`src/logic/atp_consts.vh`:
```
// Constants for the dual-slope timer with crystal clocking and prescaler.
// Assumes inclusion by the timer modules and the bench; holds definitions alone.
//
// Behaviour
// - Mode field one runs the counter dual-slope.
// - Eight-bit resolution; MAX held one timer cycle.
// - Setting 2 clears up, sets down; 3 inverse.
// - Overflow flag set on every arrival at BOTTOM.
// - Compare BOTTOM constant low, MAX constant high.
// - Output may toggle without match for symmetry.
// - At MAX output equals the up-count result unless compare is MAX.
// - Async writes pass through holding register, two edges.
// - Pending counter/compare write disables compare function.
// - Wake interrupt logic rearms after one oscillator cycle.
// - Wake starts on the following timer cycle.
// - Async counter reads via synchronised shadow register.
// - Async flags take three CPU plus one timer cycle.
// - Async waveform output changes on timer clock.
// - Async select clocks from crystal, detaches pins.
// - Prescaler: undivided, /8../1024 taps, or stopped.
// - Prescaler reset bit restarts prescaler phase.
// - Oscillator stops in deep sleep; registers lost.
// - Three-bit clock select: zero stops, ascending taps.
`ifndef ATP_CONSTS_VH
`define ATP_CONSTS_VH

`define ATP_OFF_CONTROL    5'h00
`define ATP_OFF_COUNTER    5'h04
`define ATP_OFF_COMPARE    5'h08
`define ATP_OFF_ASYNC      5'h0c
`define ATP_OFF_FLAGS      5'h10
`define ATP_OFF_IRQ_EN     5'h14
`define ATP_OFF_SPECIAL    5'h18

`define ATP_CTL_FORCE_BIT  7
`define ATP_CTL_WGM0_BIT   6
`define ATP_CTL_WGM1_BIT   3
`define ATP_CTL_COM_HI     5
`define ATP_CTL_COM_LO     4
`define ATP_CTL_CS_HI      2
`define ATP_CTL_CS_LO      0

`define ATP_ASY_CTL_BUSY   0
`define ATP_ASY_CMP_BUSY   1
`define ATP_ASY_CNT_BUSY   2
`define ATP_ASY_SEL_BIT    3

`define ATP_FLG_OVF_BIT    0
`define ATP_FLG_CMP_BIT    1
`define ATP_SFR_PSR_BIT    0

`define ATP_RESET_BYTE     8'h00
`define ATP_BOTTOM         8'h00
`define ATP_MAX            8'hff
`define ATP_MODE_PHASE     2'h1

`define ATP_COM_OFF        2'h0
`define ATP_COM_TOGGLE     2'h1
`define ATP_COM_CLEAR      2'h2
`define ATP_COM_SET        2'h3

`define ATP_HOLD_EDGES     2'h2
`define ATP_FLAG_SYNC_CPU  3

`define ATP_CS_STOP        3'h0
`define ATP_CS_DIRECT      3'h1
`define ATP_MASK_DIV8      10'h007
`define ATP_MASK_DIV32     10'h01f
`define ATP_MASK_DIV64     10'h03f
`define ATP_MASK_DIV128    10'h07f
`define ATP_MASK_DIV256    10'h0ff
`define ATP_MASK_DIV1024   10'h3ff

`endif

```
`src/logic/atp_prescaler.v`:
```
// Prescaler producing the timer clock enable from the source tick.
// Assumes srcTick is a one-cycle enable in the clk domain.
`timescale 1ns/1ps
`include "atp_consts.vh"

module atp_prescaler (
	// Clock and control
	input  wire       clk,
	input  wire       reset,
	input  wire       ce,
	input  wire       clear,
	// Source and selection
	input  wire       srcTick,
	input  wire [2:0] clockSelect,
	// Timer clock enable
	output wire       timerTick
);

	reg  [9:0] div_reg;
	wire [9:0] mask;

	function [9:0] tapMask;
		input [2:0] sel;
		begin
			case (sel)
			3'h2:    tapMask = `ATP_MASK_DIV8;
			3'h3:    tapMask = `ATP_MASK_DIV32;
			3'h4:    tapMask = `ATP_MASK_DIV64;
			3'h5:    tapMask = `ATP_MASK_DIV128;
			3'h6:    tapMask = `ATP_MASK_DIV256;
			3'h7:    tapMask = `ATP_MASK_DIV1024;
			default: tapMask = 10'h000;
			endcase
		end
	endfunction

	assign mask = tapMask(clockSelect);
	// A tap fires on the source tick that completes its count.
	assign timerTick = (clockSelect != `ATP_CS_STOP) & srcTick &
		((div_reg & mask) == mask);

	always @(posedge clk) begin
		if (reset) begin
			div_reg <= 10'h000;
		end else if (ce) begin
			if (clear) begin
				div_reg <= 10'h000;
			end else if (srcTick) begin
				div_reg <= div_reg + 10'h001;
			end
		end
	end

endmodule

```
`src/logic/atp_async_hold.v`:
```
// Holding register for one timer register written in crystal mode.
// Assumes oscRise is a one-cycle pulse per rising oscillator edge.
`timescale 1ns/1ps
`include "atp_consts.vh"

module atp_async_hold (
	// Clock and control
	input  wire       clk,
	input  wire       reset,
	input  wire       ce,
	// Write side
	input  wire       load,
	input  wire [7:0] dataIn,
	input  wire       oscRise,
	// Transfer side
	output reg        busy,
	output wire       commit,
	output reg  [7:0] dataOut
);

	reg [1:0] edges_reg;

	assign commit = busy & oscRise & (edges_reg == `ATP_HOLD_EDGES - 2'h1);

	always @(posedge clk) begin
		if (reset) begin
			busy      <= 1'b0;
			edges_reg <= 2'h0;
			dataOut   <= `ATP_RESET_BYTE;
		end else if (ce) begin
			if (load) begin
				busy      <= 1'b1;
				edges_reg <= 2'h0;
				dataOut   <= dataIn;
			end else if (commit) begin
				busy      <= 1'b0;
			end else if (busy & oscRise) begin
				edges_reg <= edges_reg + 2'h1;
			end
		end
	end

endmodule

```
`src/logic/atp_timer.v`:
```
// Eight-bit timer with dual-slope PWM, crystal clocking and prescaler.
// Assumes an Avalon-MM master, a synchronous crystal input and sleep
// status levels from the power manager.
//
// Implementation choices: the register offsets and the Avalon-MM slave port.
`timescale 1ns/1ps
`include "atp_consts.vh"

module atp_timer (
	// Clock, reset, enable
	input  wire        clk,
	input  wire        reset,
	input  wire        ce,
	// Avalon-MM slave
	input  wire [4:0]  avsAddress,
	input  wire        avsRead,
	input  wire        avsWrite,
	input  wire [31:0] avsWritedata,
	input  wire [3:0]  avsByteenable,
	output reg  [31:0] avsReaddata,
	output reg         avsWaitrequest,
	// Crystal and sleep
	input  wire        oscInPin,
	input  wire        sleepMode,
	input  wire        deepSleep,
	// Pins and events
	output reg         waveformOut,
	output reg         waveformOutEnable,
	output reg         oscPinsDisconnect,
	output reg         oscEnable,
	output reg         wakeRequest,
	output reg         overflowIrq,
	output reg         compareIrq
);

	localparam PIPE_W = 2 * `ATP_FLAG_SYNC_CPU;

	reg  [7:0]        timerControl_reg;
	reg  [7:0]        counterValue_reg;
	reg  [7:0]        compareValue_reg;
	reg  [7:0]        compareBuf_reg;
	reg  [7:0]        counterShadow_reg;
	reg               asyncSelect_reg;
	reg  [1:0]        flag_reg;
	reg  [1:0]        irqEnable_reg;
	reg               countUp_reg;
	reg               oscPrev_reg;
	reg               armed_reg;
	reg               sleepPrev_reg;
	reg               deepPrev_reg;
	reg               wakePending_reg;
	reg  [1:0]        evtWait_reg;
	reg  [PIPE_W-1:0] evtPipe_reg;

	reg  [7:0]        counter_next;
	reg               countUp_next;
	reg               wave_next;
	reg               overflowHit;
	reg               compareHit;
	reg  [31:0]       readMux;

	wire        oscRise;
	wire        srcTick;
	wire        timerTick;
	wire        busAccept;
	wire        wrStrobe;
	wire        wrCtl;
	wire        wrCnt;
	wire        wrCmp;
	wire        wrAsync;
	wire        wrFlags;
	wire        wrIrqEn;
	wire        wrSpecial;
	wire [2:0]  holdLoad;
	wire [2:0]  busyVec;
	wire [2:0]  commitVec;
	wire [23:0] holdData;
	wire [1:0]  waveMode;
	wire [1:0]  compareMode;
	wire        phaseMode;
	wire [7:0]  compareLive;
	wire        matchEnable;
	wire        upLevel;
	wire        regsLost;
	wire [1:0]  evtRaw;
	wire [1:0]  evtMoved;
	wire [1:0]  flagSet;
	wire [1:0]  flagClear;
	wire        wakeCond;

	function hit;
		input [4:0] addr;
		input [4:0] offset;
		begin
			hit = (addr == offset);
		end
	endfunction

	// The crystal input is sampled in clk; a clk four times faster than
	// the crystal guarantees every edge is seen.
	assign oscRise = oscEnable & oscInPin & ~oscPrev_reg;
	assign srcTick = asyncSelect_reg ? oscRise : 1'b1;

	atp_prescaler u_prescaler (
		.clk         (clk),
		.reset       (reset),
		.ce          (ce),
		.clear       (wrSpecial & avsWritedata[`ATP_SFR_PSR_BIT]),
		.srcTick     (srcTick),
		.clockSelect (timerControl_reg[`ATP_CTL_CS_HI:`ATP_CTL_CS_LO]),
		.timerTick   (timerTick)
	);

	// Bus: a write lands at the edge where waitrequest is seen low.
	assign busAccept = (avsRead | avsWrite) & ~avsWaitrequest;
	assign wrStrobe  = avsWrite & ~avsWaitrequest & avsByteenable[0];
	assign wrCtl     = wrStrobe & hit(avsAddress, `ATP_OFF_CONTROL);
	assign wrCnt     = wrStrobe & hit(avsAddress, `ATP_OFF_COUNTER);
	assign wrCmp     = wrStrobe & hit(avsAddress, `ATP_OFF_COMPARE);
	assign wrAsync   = wrStrobe & hit(avsAddress, `ATP_OFF_ASYNC);
	assign wrFlags   = wrStrobe & hit(avsAddress, `ATP_OFF_FLAGS);
	assign wrIrqEn   = wrStrobe & hit(avsAddress, `ATP_OFF_IRQ_EN);
	assign wrSpecial = wrStrobe & hit(avsAddress, `ATP_OFF_SPECIAL);

	// Index order matches the busy bits: control, compare, counter.
	assign holdLoad = {wrCnt, wrCmp, wrCtl} & {3{asyncSelect_reg}};

	genvar g;
	generate
		for (g = 0; g < 3; g = g + 1) begin : gHold
			atp_async_hold u_hold (
				.clk     (clk),
				.reset   (reset),
				.ce      (ce),
				.load    (holdLoad[g]),
				.dataIn  (avsWritedata[7:0]),
				.oscRise (oscRise),
				.busy    (busyVec[g]),
				.commit  (commitVec[g]),
				.dataOut (holdData[8*g+7:8*g])
			);
		end
	endgenerate

	assign waveMode    = {timerControl_reg[`ATP_CTL_WGM1_BIT],
		timerControl_reg[`ATP_CTL_WGM0_BIT]};
	assign compareMode = timerControl_reg[`ATP_CTL_COM_HI:`ATP_CTL_COM_LO];
	assign phaseMode   = (waveMode == `ATP_MODE_PHASE);
	assign compareLive = phaseMode ? compareBuf_reg : compareValue_reg;
	// A pending counter or compare transfer would give false matches.
	assign matchEnable = ~busyVec[`ATP_ASY_CMP_BUSY] &
		~busyVec[`ATP_ASY_CNT_BUSY];
	assign upLevel     = (compareMode == `ATP_COM_SET);
	assign regsLost    = deepPrev_reg & ~deepSleep & asyncSelect_reg;

	always @* begin
		counter_next = counterValue_reg;
		countUp_next = countUp_reg;
		wave_next    = waveformOut;
		overflowHit  = 1'b0;
		compareHit   = 1'b0;
		if (timerTick) begin
			if (phaseMode) begin
				if (countUp_reg) begin
					if (counterValue_reg == `ATP_MAX) begin
						counter_next = `ATP_MAX - 8'h01;
						countUp_next = 1'b0;
					end else begin
						counter_next = counterValue_reg + 8'h01;
					end
				end else begin
					if (counterValue_reg == `ATP_BOTTOM) begin
						counter_next = `ATP_BOTTOM + 8'h01;
						countUp_next = 1'b1;
					end else begin
						counter_next = counterValue_reg - 8'h01;
					end
				end
				overflowHit = (counter_next == `ATP_BOTTOM);
				compareHit  = matchEnable & (counter_next == compareLive);
				if (compareMode[1]) begin
					if (counter_next == `ATP_MAX) begin
						// Up-count level at MAX keeps the period symmetric
						// even when no match was seen on the way up.
						wave_next = (compareValue_reg == `ATP_MAX) ?
							~upLevel : upLevel;
					end else if (compareHit) begin
						if (counter_next > counterValue_reg) begin
							wave_next = upLevel;
						end else if (compareLive != `ATP_BOTTOM) begin
							wave_next = ~upLevel;
						end
					end
				end
			end else begin
				counter_next = counterValue_reg + 8'h01;
				overflowHit  = (counterValue_reg == `ATP_MAX);
				compareHit   = matchEnable & (counter_next == compareLive);
				if (compareHit) begin
					case (compareMode)
					`ATP_COM_TOGGLE: wave_next = ~waveformOut;
					`ATP_COM_CLEAR:  wave_next = 1'b0;
					`ATP_COM_SET:    wave_next = 1'b1;
					default:         wave_next = waveformOut;
					endcase
				end
			end
		end
	end

	// Counter, direction, compare and control storage.
	always @(posedge clk) begin
		if (reset) begin
			timerControl_reg  <= `ATP_RESET_BYTE;
			counterValue_reg  <= `ATP_RESET_BYTE;
			compareValue_reg  <= `ATP_RESET_BYTE;
			compareBuf_reg    <= `ATP_RESET_BYTE;
			counterShadow_reg <= `ATP_RESET_BYTE;
			countUp_reg       <= 1'b1;
			waveformOut       <= 1'b0;
			waveformOutEnable <= 1'b0;
		end else if (ce) begin
			if (regsLost) begin
				timerControl_reg <= `ATP_RESET_BYTE;
				counterValue_reg <= `ATP_RESET_BYTE;
				compareValue_reg <= `ATP_RESET_BYTE;
				countUp_reg      <= 1'b1;
			end else begin
				if (wrCtl & ~asyncSelect_reg) begin
					timerControl_reg <= avsWritedata[7:0] &
						~(8'h01 << `ATP_CTL_FORCE_BIT);
				end else if (commitVec[`ATP_ASY_CTL_BUSY]) begin
					timerControl_reg <= holdData[7:0] &
						~(8'h01 << `ATP_CTL_FORCE_BIT);
				end
				if (wrCnt & ~asyncSelect_reg) begin
					counterValue_reg <= avsWritedata[7:0];
				end else if (commitVec[`ATP_ASY_CNT_BUSY]) begin
					counterValue_reg <= holdData[23:16];
				end else begin
					counterValue_reg <= counter_next;
				end
				countUp_reg <= countUp_next;
				if (wrCmp & ~asyncSelect_reg) begin
					compareValue_reg <= avsWritedata[7:0];
				end else if (commitVec[`ATP_ASY_CMP_BUSY]) begin
					compareValue_reg <= holdData[15:8];
				end
			end
			// The dual-slope compare value only changes at MAX.
			if (~phaseMode | (timerTick & (counter_next == `ATP_MAX))) begin
				compareBuf_reg <= compareValue_reg;
			end
			// Updated per timer tick only, never resynchronised to clk.
			waveformOut       <= wave_next;
			waveformOutEnable <= (compareMode != `ATP_COM_OFF);
			// The shadow freezes in sleep so a read after waking shows the
			// pre-sleep count until the next crystal edge.
			if (oscRise & ~sleepMode) begin
				counterShadow_reg <= counterValue_reg;
			end
		end
	end

	// Flag events cross one timer cycle, then three clk stages.
	assign evtRaw   = {compareHit, overflowHit};
	assign evtMoved = timerTick ? evtWait_reg : 2'h0;
	assign flagSet  = asyncSelect_reg ?
		evtPipe_reg[PIPE_W-1:PIPE_W-2] : evtRaw;
	assign flagClear = wrFlags ? avsWritedata[1:0] : 2'h0;
	assign wakeCond  = sleepMode & armed_reg & |(evtRaw & irqEnable_reg);

	always @(posedge clk) begin
		if (reset) begin
			asyncSelect_reg   <= 1'b0;
			flag_reg          <= 2'h0;
			irqEnable_reg     <= 2'h0;
			evtWait_reg       <= 2'h0;
			evtPipe_reg       <= {PIPE_W{1'b0}};
			oscPrev_reg       <= 1'b0;
			armed_reg         <= 1'b0;
			sleepPrev_reg     <= 1'b0;
			deepPrev_reg      <= 1'b0;
			wakePending_reg   <= 1'b0;
			wakeRequest       <= 1'b0;
			oscEnable         <= 1'b0;
			oscPinsDisconnect <= 1'b0;
			overflowIrq       <= 1'b0;
			compareIrq        <= 1'b0;
		end else if (ce) begin
			if (wrAsync) begin
				asyncSelect_reg <= avsWritedata[`ATP_ASY_SEL_BIT];
			end
			if (wrIrqEn) begin
				irqEnable_reg <= avsWritedata[1:0];
			end
			evtWait_reg <= (timerTick ? 2'h0 : evtWait_reg) | evtRaw;
			evtPipe_reg <= {evtPipe_reg[PIPE_W-3:0], evtMoved};
			// A set in the clearing cycle wins.
			flag_reg    <= (flag_reg & ~flagClear) | flagSet;
			overflowIrq <= flag_reg[`ATP_FLG_OVF_BIT] &
				irqEnable_reg[`ATP_FLG_OVF_BIT];
			compareIrq  <= flag_reg[`ATP_FLG_CMP_BIT] &
				irqEnable_reg[`ATP_FLG_CMP_BIT];
			oscPrev_reg   <= oscInPin;
			sleepPrev_reg <= sleepMode;
			deepPrev_reg  <= deepSleep;
			// Disarmed on waking until one crystal edge has passed.
			if (oscRise) begin
				armed_reg <= 1'b1;
			end else if (sleepPrev_reg & ~sleepMode) begin
				armed_reg <= 1'b0;
			end
			if (~sleepMode) begin
				wakePending_reg <= 1'b0;
			end else if (wakeCond) begin
				wakePending_reg <= 1'b1;
			end else if (timerTick) begin
				wakePending_reg <= 1'b0;
			end
			wakeRequest <= wakePending_reg & timerTick & sleepMode;
			oscEnable   <= asyncSelect_reg & ~deepSleep;
			oscPinsDisconnect <= asyncSelect_reg;
		end
	end

	always @* begin
		readMux = 32'h00000000;
		case (avsAddress)
		`ATP_OFF_CONTROL: readMux[7:0] = timerControl_reg;
		`ATP_OFF_COUNTER: readMux[7:0] = asyncSelect_reg ?
			counterShadow_reg : counterValue_reg;
		`ATP_OFF_COMPARE: readMux[7:0] = compareValue_reg;
		`ATP_OFF_ASYNC:   readMux[3:0] = {asyncSelect_reg, busyVec};
		`ATP_OFF_FLAGS:   readMux[1:0] = flag_reg;
		`ATP_OFF_IRQ_EN:  readMux[1:0] = irqEnable_reg;
		default:          readMux = 32'h00000000;
		endcase
	end

	// One wait cycle per request; read data is loaded as waitrequest falls.
	always @(posedge clk) begin
		if (reset) begin
			avsWaitrequest <= 1'b1;
			avsReaddata    <= 32'h00000000;
		end else if (ce) begin
			if (busAccept) begin
				avsWaitrequest <= 1'b1;
			end else if (avsRead | avsWrite) begin
				avsWaitrequest <= 1'b0;
				// Writes leave the last read data standing.
				if (avsRead) begin
					avsReaddata <= readMux;
				end
			end
		end
	end

endmodule

```
`config.mk`:
```
export PLATFORM = sky130hd
export DESIGN_NAME = atp_timer
export DESIGN_NICKNAME = d
export VERILOG_FILES = /design/src/logic/atp_prescaler.v /design/src/logic/atp_async_hold.v /design/src/logic/atp_timer.v
export VERILOG_INCLUDE_DIRS = /design/src /design/src/logic
export SDC_FILE = /design/constraint.sdc
export NUM_CORES = 1
export LEC_CHECK = 0
export BUFFER_PORTS_ARGS = -buffer_cell sky130_fd_sc_hd__buf_2
export CORE_MARGIN = 2
export CORE_UTILIZATION = 50
export DETAILED_ROUTE_END_ITERATION = 7
export PLACE_DENSITY = 0.73
export SYNTH_ARGS = -nofsm -noshare
export SYNTH_HDL_FRONTEND = slang
export SYNTH_SLANG_ARGS = --single-unit
```
`constraint.sdc`:
```
create_clock -name clk -period 7.5 [get_ports clk]
set_input_delay 1.125 -clock clk [delete_from_list [all_inputs] [get_ports clk]]
set_output_delay 1.125 -clock clk [all_outputs]
set_load 0.03 [all_outputs]
```
# After elaboration in Yosys (flattened, before gate mapping)
# Index checks and enable logic that the tools add are counted.
# W data, S select, Z words.
# totals
ramBits	0
register_bits	117
wordCells	248
latch_bits	0
out_inout_bits	40
mem_bits_ro	0
memories	0
# op_classes
n_eq_ne	33
mul	0
bitwise_logic	59
reduce_logical	44
n_mux	70
n_lt_le_gt_ge	1
n_shift	0
div	0
add_sub_neg	6
# ops
op	n
$mux W8	18
$pmux W10 S6	1
$and A1 B1 Y1	39
$eq A8 B8 Y1 const B	4
$mux W1	32
$reduce_and A2 Y1	16
$mux W2	13
$reduce_bool A2 Y1	13
$mux W10	2
$eq A8 B8 Y1	2
$logic_not A8 Y1	2
$eq A5 B5 Y1 const B	3
$eq A3 B3 Y1 const B	4
$pmux W2 S6	1
$pmux W4 S3	1
$reduce_and A3 Y1	4
$not A1 Y1	11
$add A10 B1 Y10 const B	1
$and A10 B10 Y10	1
$eq A10 B10 Y1	1
$eq A2 B1 Y1 const B	5
$eq A5 B4 Y1 const B	2
$reduce_bool A3 Y1	3
$add A8 B1 Y8 const B	1
other kinds (22)	33

# Logic depth before layout (Yosys ltp)
# depth
depth_word	15
mapped_depth	17
depth_no_buf	15

# Modules after synthesis
# A second synthesis with hierarchy kept.
# unflattened
hier_cells	953
area_unflattened_um2	7412.1
# modules_own_cells
mod	cells_each	seq_area_each_um2	area_each_um2	n_inst
atp_timer	731	1481.4	5542.8	1
atp_async_hold	52	220.2	435.4	3
atp_prescaler	66	200.2	563.0	1

# Least setup slack after synthesis
# Ideal clock, no wire load.
# synth_path
path_kind	register to register
start	register counterValue_reg[0]
end	register waveformOut
stages_incl_launch_ff	18
t_arrival_ps	3184
slack_ps	4193
path_cell_list	dfxtp_1 buf_4 inv_1 ha_1 nor3b_2 nor2_1 a311o_1 and2_1 buf_2 ha_1 a21o_1 a21oi_1 nor2b_1 o31ai_1 a211o_1 a2111oi_0 o211ai_1 mux2i_1
# synth_between
elab_chain_cells	11
word_cells_on_any_way	24
classes_between	add/sub: 2; order compare: 1; eq/ne: 6; mux: 10; bitwise: 2; reduce/logical: 3
# synth_rtl
item	line_no	source
from (decl)	atp_timer.v:39	reg [7:0] counterValue_reg;
from (signal assigned)	atp_timer.v:215	counterValue_reg <= `ATP_RESET_BYTE;
from (signal assigned)	atp_timer.v:225	counterValue_reg <= `ATP_RESET_BYTE;
from (signal assigned)	atp_timer.v:237	counterValue_reg <= avsWritedata[7:0];
$sub A8 B1 Y8, or another cell as far along	atp_timer.v:176	counter_next = counterValue_reg - 8'h01;
$mux W8 (on tied branches)	atp_timer.v:172, atp_timer.v:165	
$mux W8	atp_timer.v:164	if (countUp_reg) begin
$mux W8	atp_timer.v:163	if (phaseMode) begin
$mux W8	atp_timer.v:162	if (timerTick) begin
$gt A8 B8 Y1	atp_timer.v:188	if (counter_next > counterValue_reg) begin
$mux W1	atp_timer.v:188	
$mux W1	atp_timer.v:187	end else if (compareHit) begin
$mux W1	atp_timer.v:182	if (counter_next == `ATP_MAX) begin
$mux W1	atp_timer.v:181	if (compareMode[1]) begin
$mux W1	atp_timer.v:163	
to (signal assigned)	atp_timer.v:255	waveformOut <= wave_next;
to (decl)	atp_timer.v:27	output reg waveformOut,
# Parallel ways exist; a longest one is shown, timed or not. The select of a mux whose other input is x is not followed.
# A chain may end at the register's enable or synchronous reset.

# Worst setup path in the final report
# Ends and elaborated chain as after synthesis.

==> results.yml <==
final_layout:
  final_cells: 1074
  multi_input_area_sq_um: 4315
  diodes: 0
  fin_nets: 947
  largest_reg_flops: 23
  fillers: 1286
  syn2layout_area_growth_pct: 10.15
  register_area_sq_um: 2322
  layout-drive-gt1-share: 0.1163
die:
  die_h_um: 122.8
  die_w_um: 122.8
  initial_core_util: 0.5102
  core_sq_um: 13830
  rows: 43
  ios: 89
  dieArea_sq_um: 15070
worst_setup_path:
  crit_type: "reg2reg"
  cp_max_fo: 15
  crit_start: "counterValue_reg[0]"
  worst_r2r_endpoint: "waveformOut"
  regToRegSetupSlack_ps: 3250
  arrival_ps: 4550
  cp-endpoint: "waveformOut"
  critPathCaptureType: "register"
  worstPathRequired_ps: 7800
  r2r-start: "counterValue_reg[0]"
  r2r_cells: 13
  startpoint_type: "register"
worst_hold_path:
  hold_class: "reg2reg"
detailed_routing:
  vias_per_cell: 5.995
  via_count: 6439
  postRouteAntennaNets: 0
  wire_per_inst_um: 17.95
  drt-pass1-iter-count: 6
  route.detailed.drc: 0
  wl_um: 19280
  drt_iter0_drc: 676
global_route:
  grt_max_degree: 99
  grt_pass1_vias: 5901
  gr-total-overflow: 0
  antenna_found_initial: 0
  track_usage: 0.2684
  grt_pass1_wl_um: 31260
power_and_ir_drop:
  ir_worst_vdd_mv: 0.1475
  power_density_nw_per_um2: 195.1
  power_w: 0.001516
  leakagePower_nw: 2.985
placed_design:
  gp_congestion: 0.8975
  post-dp-hpwl_um: 13270
  portBuffers: 37
  post-place-cells: 1042
yosys:
  ys.flop_type: "dfxtp_1"
  ys_seq_area_frac: 0.3292
  ys_types: 76
  synth-async-reset-ratio: 0
  ys_ff_latch: 116
  ys.warnings.count: 0
  synthCells: 875
  synth-edff-count: 0
  avgSynthCellArea_sq_um: 8.062
  synth_area_sq_um: 7054
cts:
  postCtsSetupBuffers: 0
  path_clk_slew_ps: 60
  cts-resized-gates: 0
  postCtsHoldBufs: 0
  htree_num_levels: 4
  cts_buffers: 17
  worstSkewPairLatency_ps: 420
  cts_tree: "yes"
  cts_buffer_depth: 2
  cts_root_buf: "clkbuf_16"
  clock-sinks: 116
sta:
  max_freq_ghz: 0.2352
  setup_viol: 0
  layout_min_cycle_time_ps: 4251
  post-route-period-util: 0.5668
  finalSetupTns_ps: 0
  worst_pin_slew_ps: 1036
  rsz0062_at_grt: "false"
  final-hold-violation-count: 0
  max-slew-margin-rel: 0.2916
  report.final.slew_viol_count: 0
  skew_ps: 7.182
  whs_ps: 458.3
job:
  drv_cap: 0
outcome:
  status: "finished clean"
-- cells in the final DEF (no fill, tap or decap), drive strengths merged, types with 6 or more instances in the layout --
master  synthesis  layout
nand4          16      16
nor2          131     131
nor2b           8       8
mux2            6       6
nor4            9       9
xnor2          12      12
nand3b          6       6
clkbuf         34      19
o211ai         13      13
buf            45      43
a31oi           6       6
and3           10      10
clkinv          0       7
mux2i          71      71
nand2          87      87
o21ai          42      42
a22oi          13      13
nand3          28      28
xor2           13      13
ha             17      17
nor3           15      15
and2            6       6
dfxtp         116     116
conb            1      24
a21oi          64      64
inv            20      20
-- routing by layer --
metal	track usage	share of wire
met1	0.3732	0.44
met2	0.4057	0.45
met3	0.04879	0.081
met4	0.1178	0.029
met5	0	0
-- synth_stat cells (all sizes together), types with 13 or more instances --
master | count | area, sq um
a22oi | 13 | 116.4
nor2 | 131 | 491.7
xor2 | 13 | 113.9
nand2 | 87 | 326.6
o211ai | 13 | 97.59
a21oi | 64 | 320.3
mux2i | 71 | 710.7
dfxtp | 116 | 2322
buf | 45 | 299.0
nand4 | 16 | 100.1
inv | 20 | 75.07
clkbuf | 34 | 128.9
nor3 | 15 | 75.07
nand3 | 28 | 140.1
o21ai | 42 | 210.2
ha | 17 | 212.7
-- power by group --
group / total (W) / internal (W) / switching [W]
clock network: 0.000821 / 0.000529 / 0.000292
registers: 0.000622 / 0.000620 / 0.00000245
logic: 0.0000732 / 0.0000153 / 0.0000580
-- worst max-delay path: stages, from the launching register on --
cell and delay [ps]:
dfxtp_1 750, ha_1 480, nand4_1 370, nor4_1 300, o21ai_0 220, and2_1 310
ha_1 310, nand4_1 110, a21oi_1 150, o31ai_1 140, a211o_1 280, a2111oi_0 400
o211ai_1 160, mux2i_1 160
-- worst min-delay path by stage --
stage | slack [ps] | to | depth (start not counted) | from
3_3_place_gp | 440 | evtPipe_reg[0] | 2 | evtPipe_reg[0]
4_1_cts | 450 | evtPipe_reg[0] | 2 | evtPipe_reg[0]
6_report | 460 | evtPipe_reg[0] | 2 | evtPipe_reg[0]
3_5_place_dp | 450 | evtPipe_reg[0] | 2 | evtPipe_reg[0]
5_1_grt | 470 | overflowIrq | 2 | overflowIrq
2_1_floorplan | 430 | evtPipe_reg[0] | 2 | evtPipe_reg[0]
-- cell type report --
class	count	share of cell area
Clock inverter	13	0.02045
Timing Repair Buffer	43	0.02963
Inverter	20	0.009662
Clock buffer	19	0.05700
Tap cell	180	0.02899
Sequential cell	116	0.2989
Multi-Input combinational cell	683	0.5554
-- metrics by stage --
stage | util | instance area [sq um] | setup slack (ps)
6_report | 0.5619 | 7770 | 3249
5_1_grt | 0.5619 | 7770 | 3025
4_1_cts | 0.5619 | 7770 | 3360
3_5_place_dp | 0.5184 | 7168 | 3391
3_3_place_gp | 0.5184 | 7168 | 3435
2_1_floorplan | - | 7141 | 4193
-- cells by family (layout without fill, tap and decap cells) --
kind of cell | count (synthesis) | after routing | share of synthesized area
and+or+nand+nor | 343 | 343 | 0.2306
AOI/OAI and AO/OA | 193 | 193 | 0.1841
DFF | 116 | 116 | 0.3292
buffers and inverters | 99 | 95 | 0.07130
muxes | 78 | 78 | 0.1135
xor gates and xnor gates | 28 | 28 | 0.04062
adders and majority gates | 17 | 17 | 0.03015
other | 1 | 24 | 0.0005316
No activity file was read; power rests on OpenSTA's default activity.
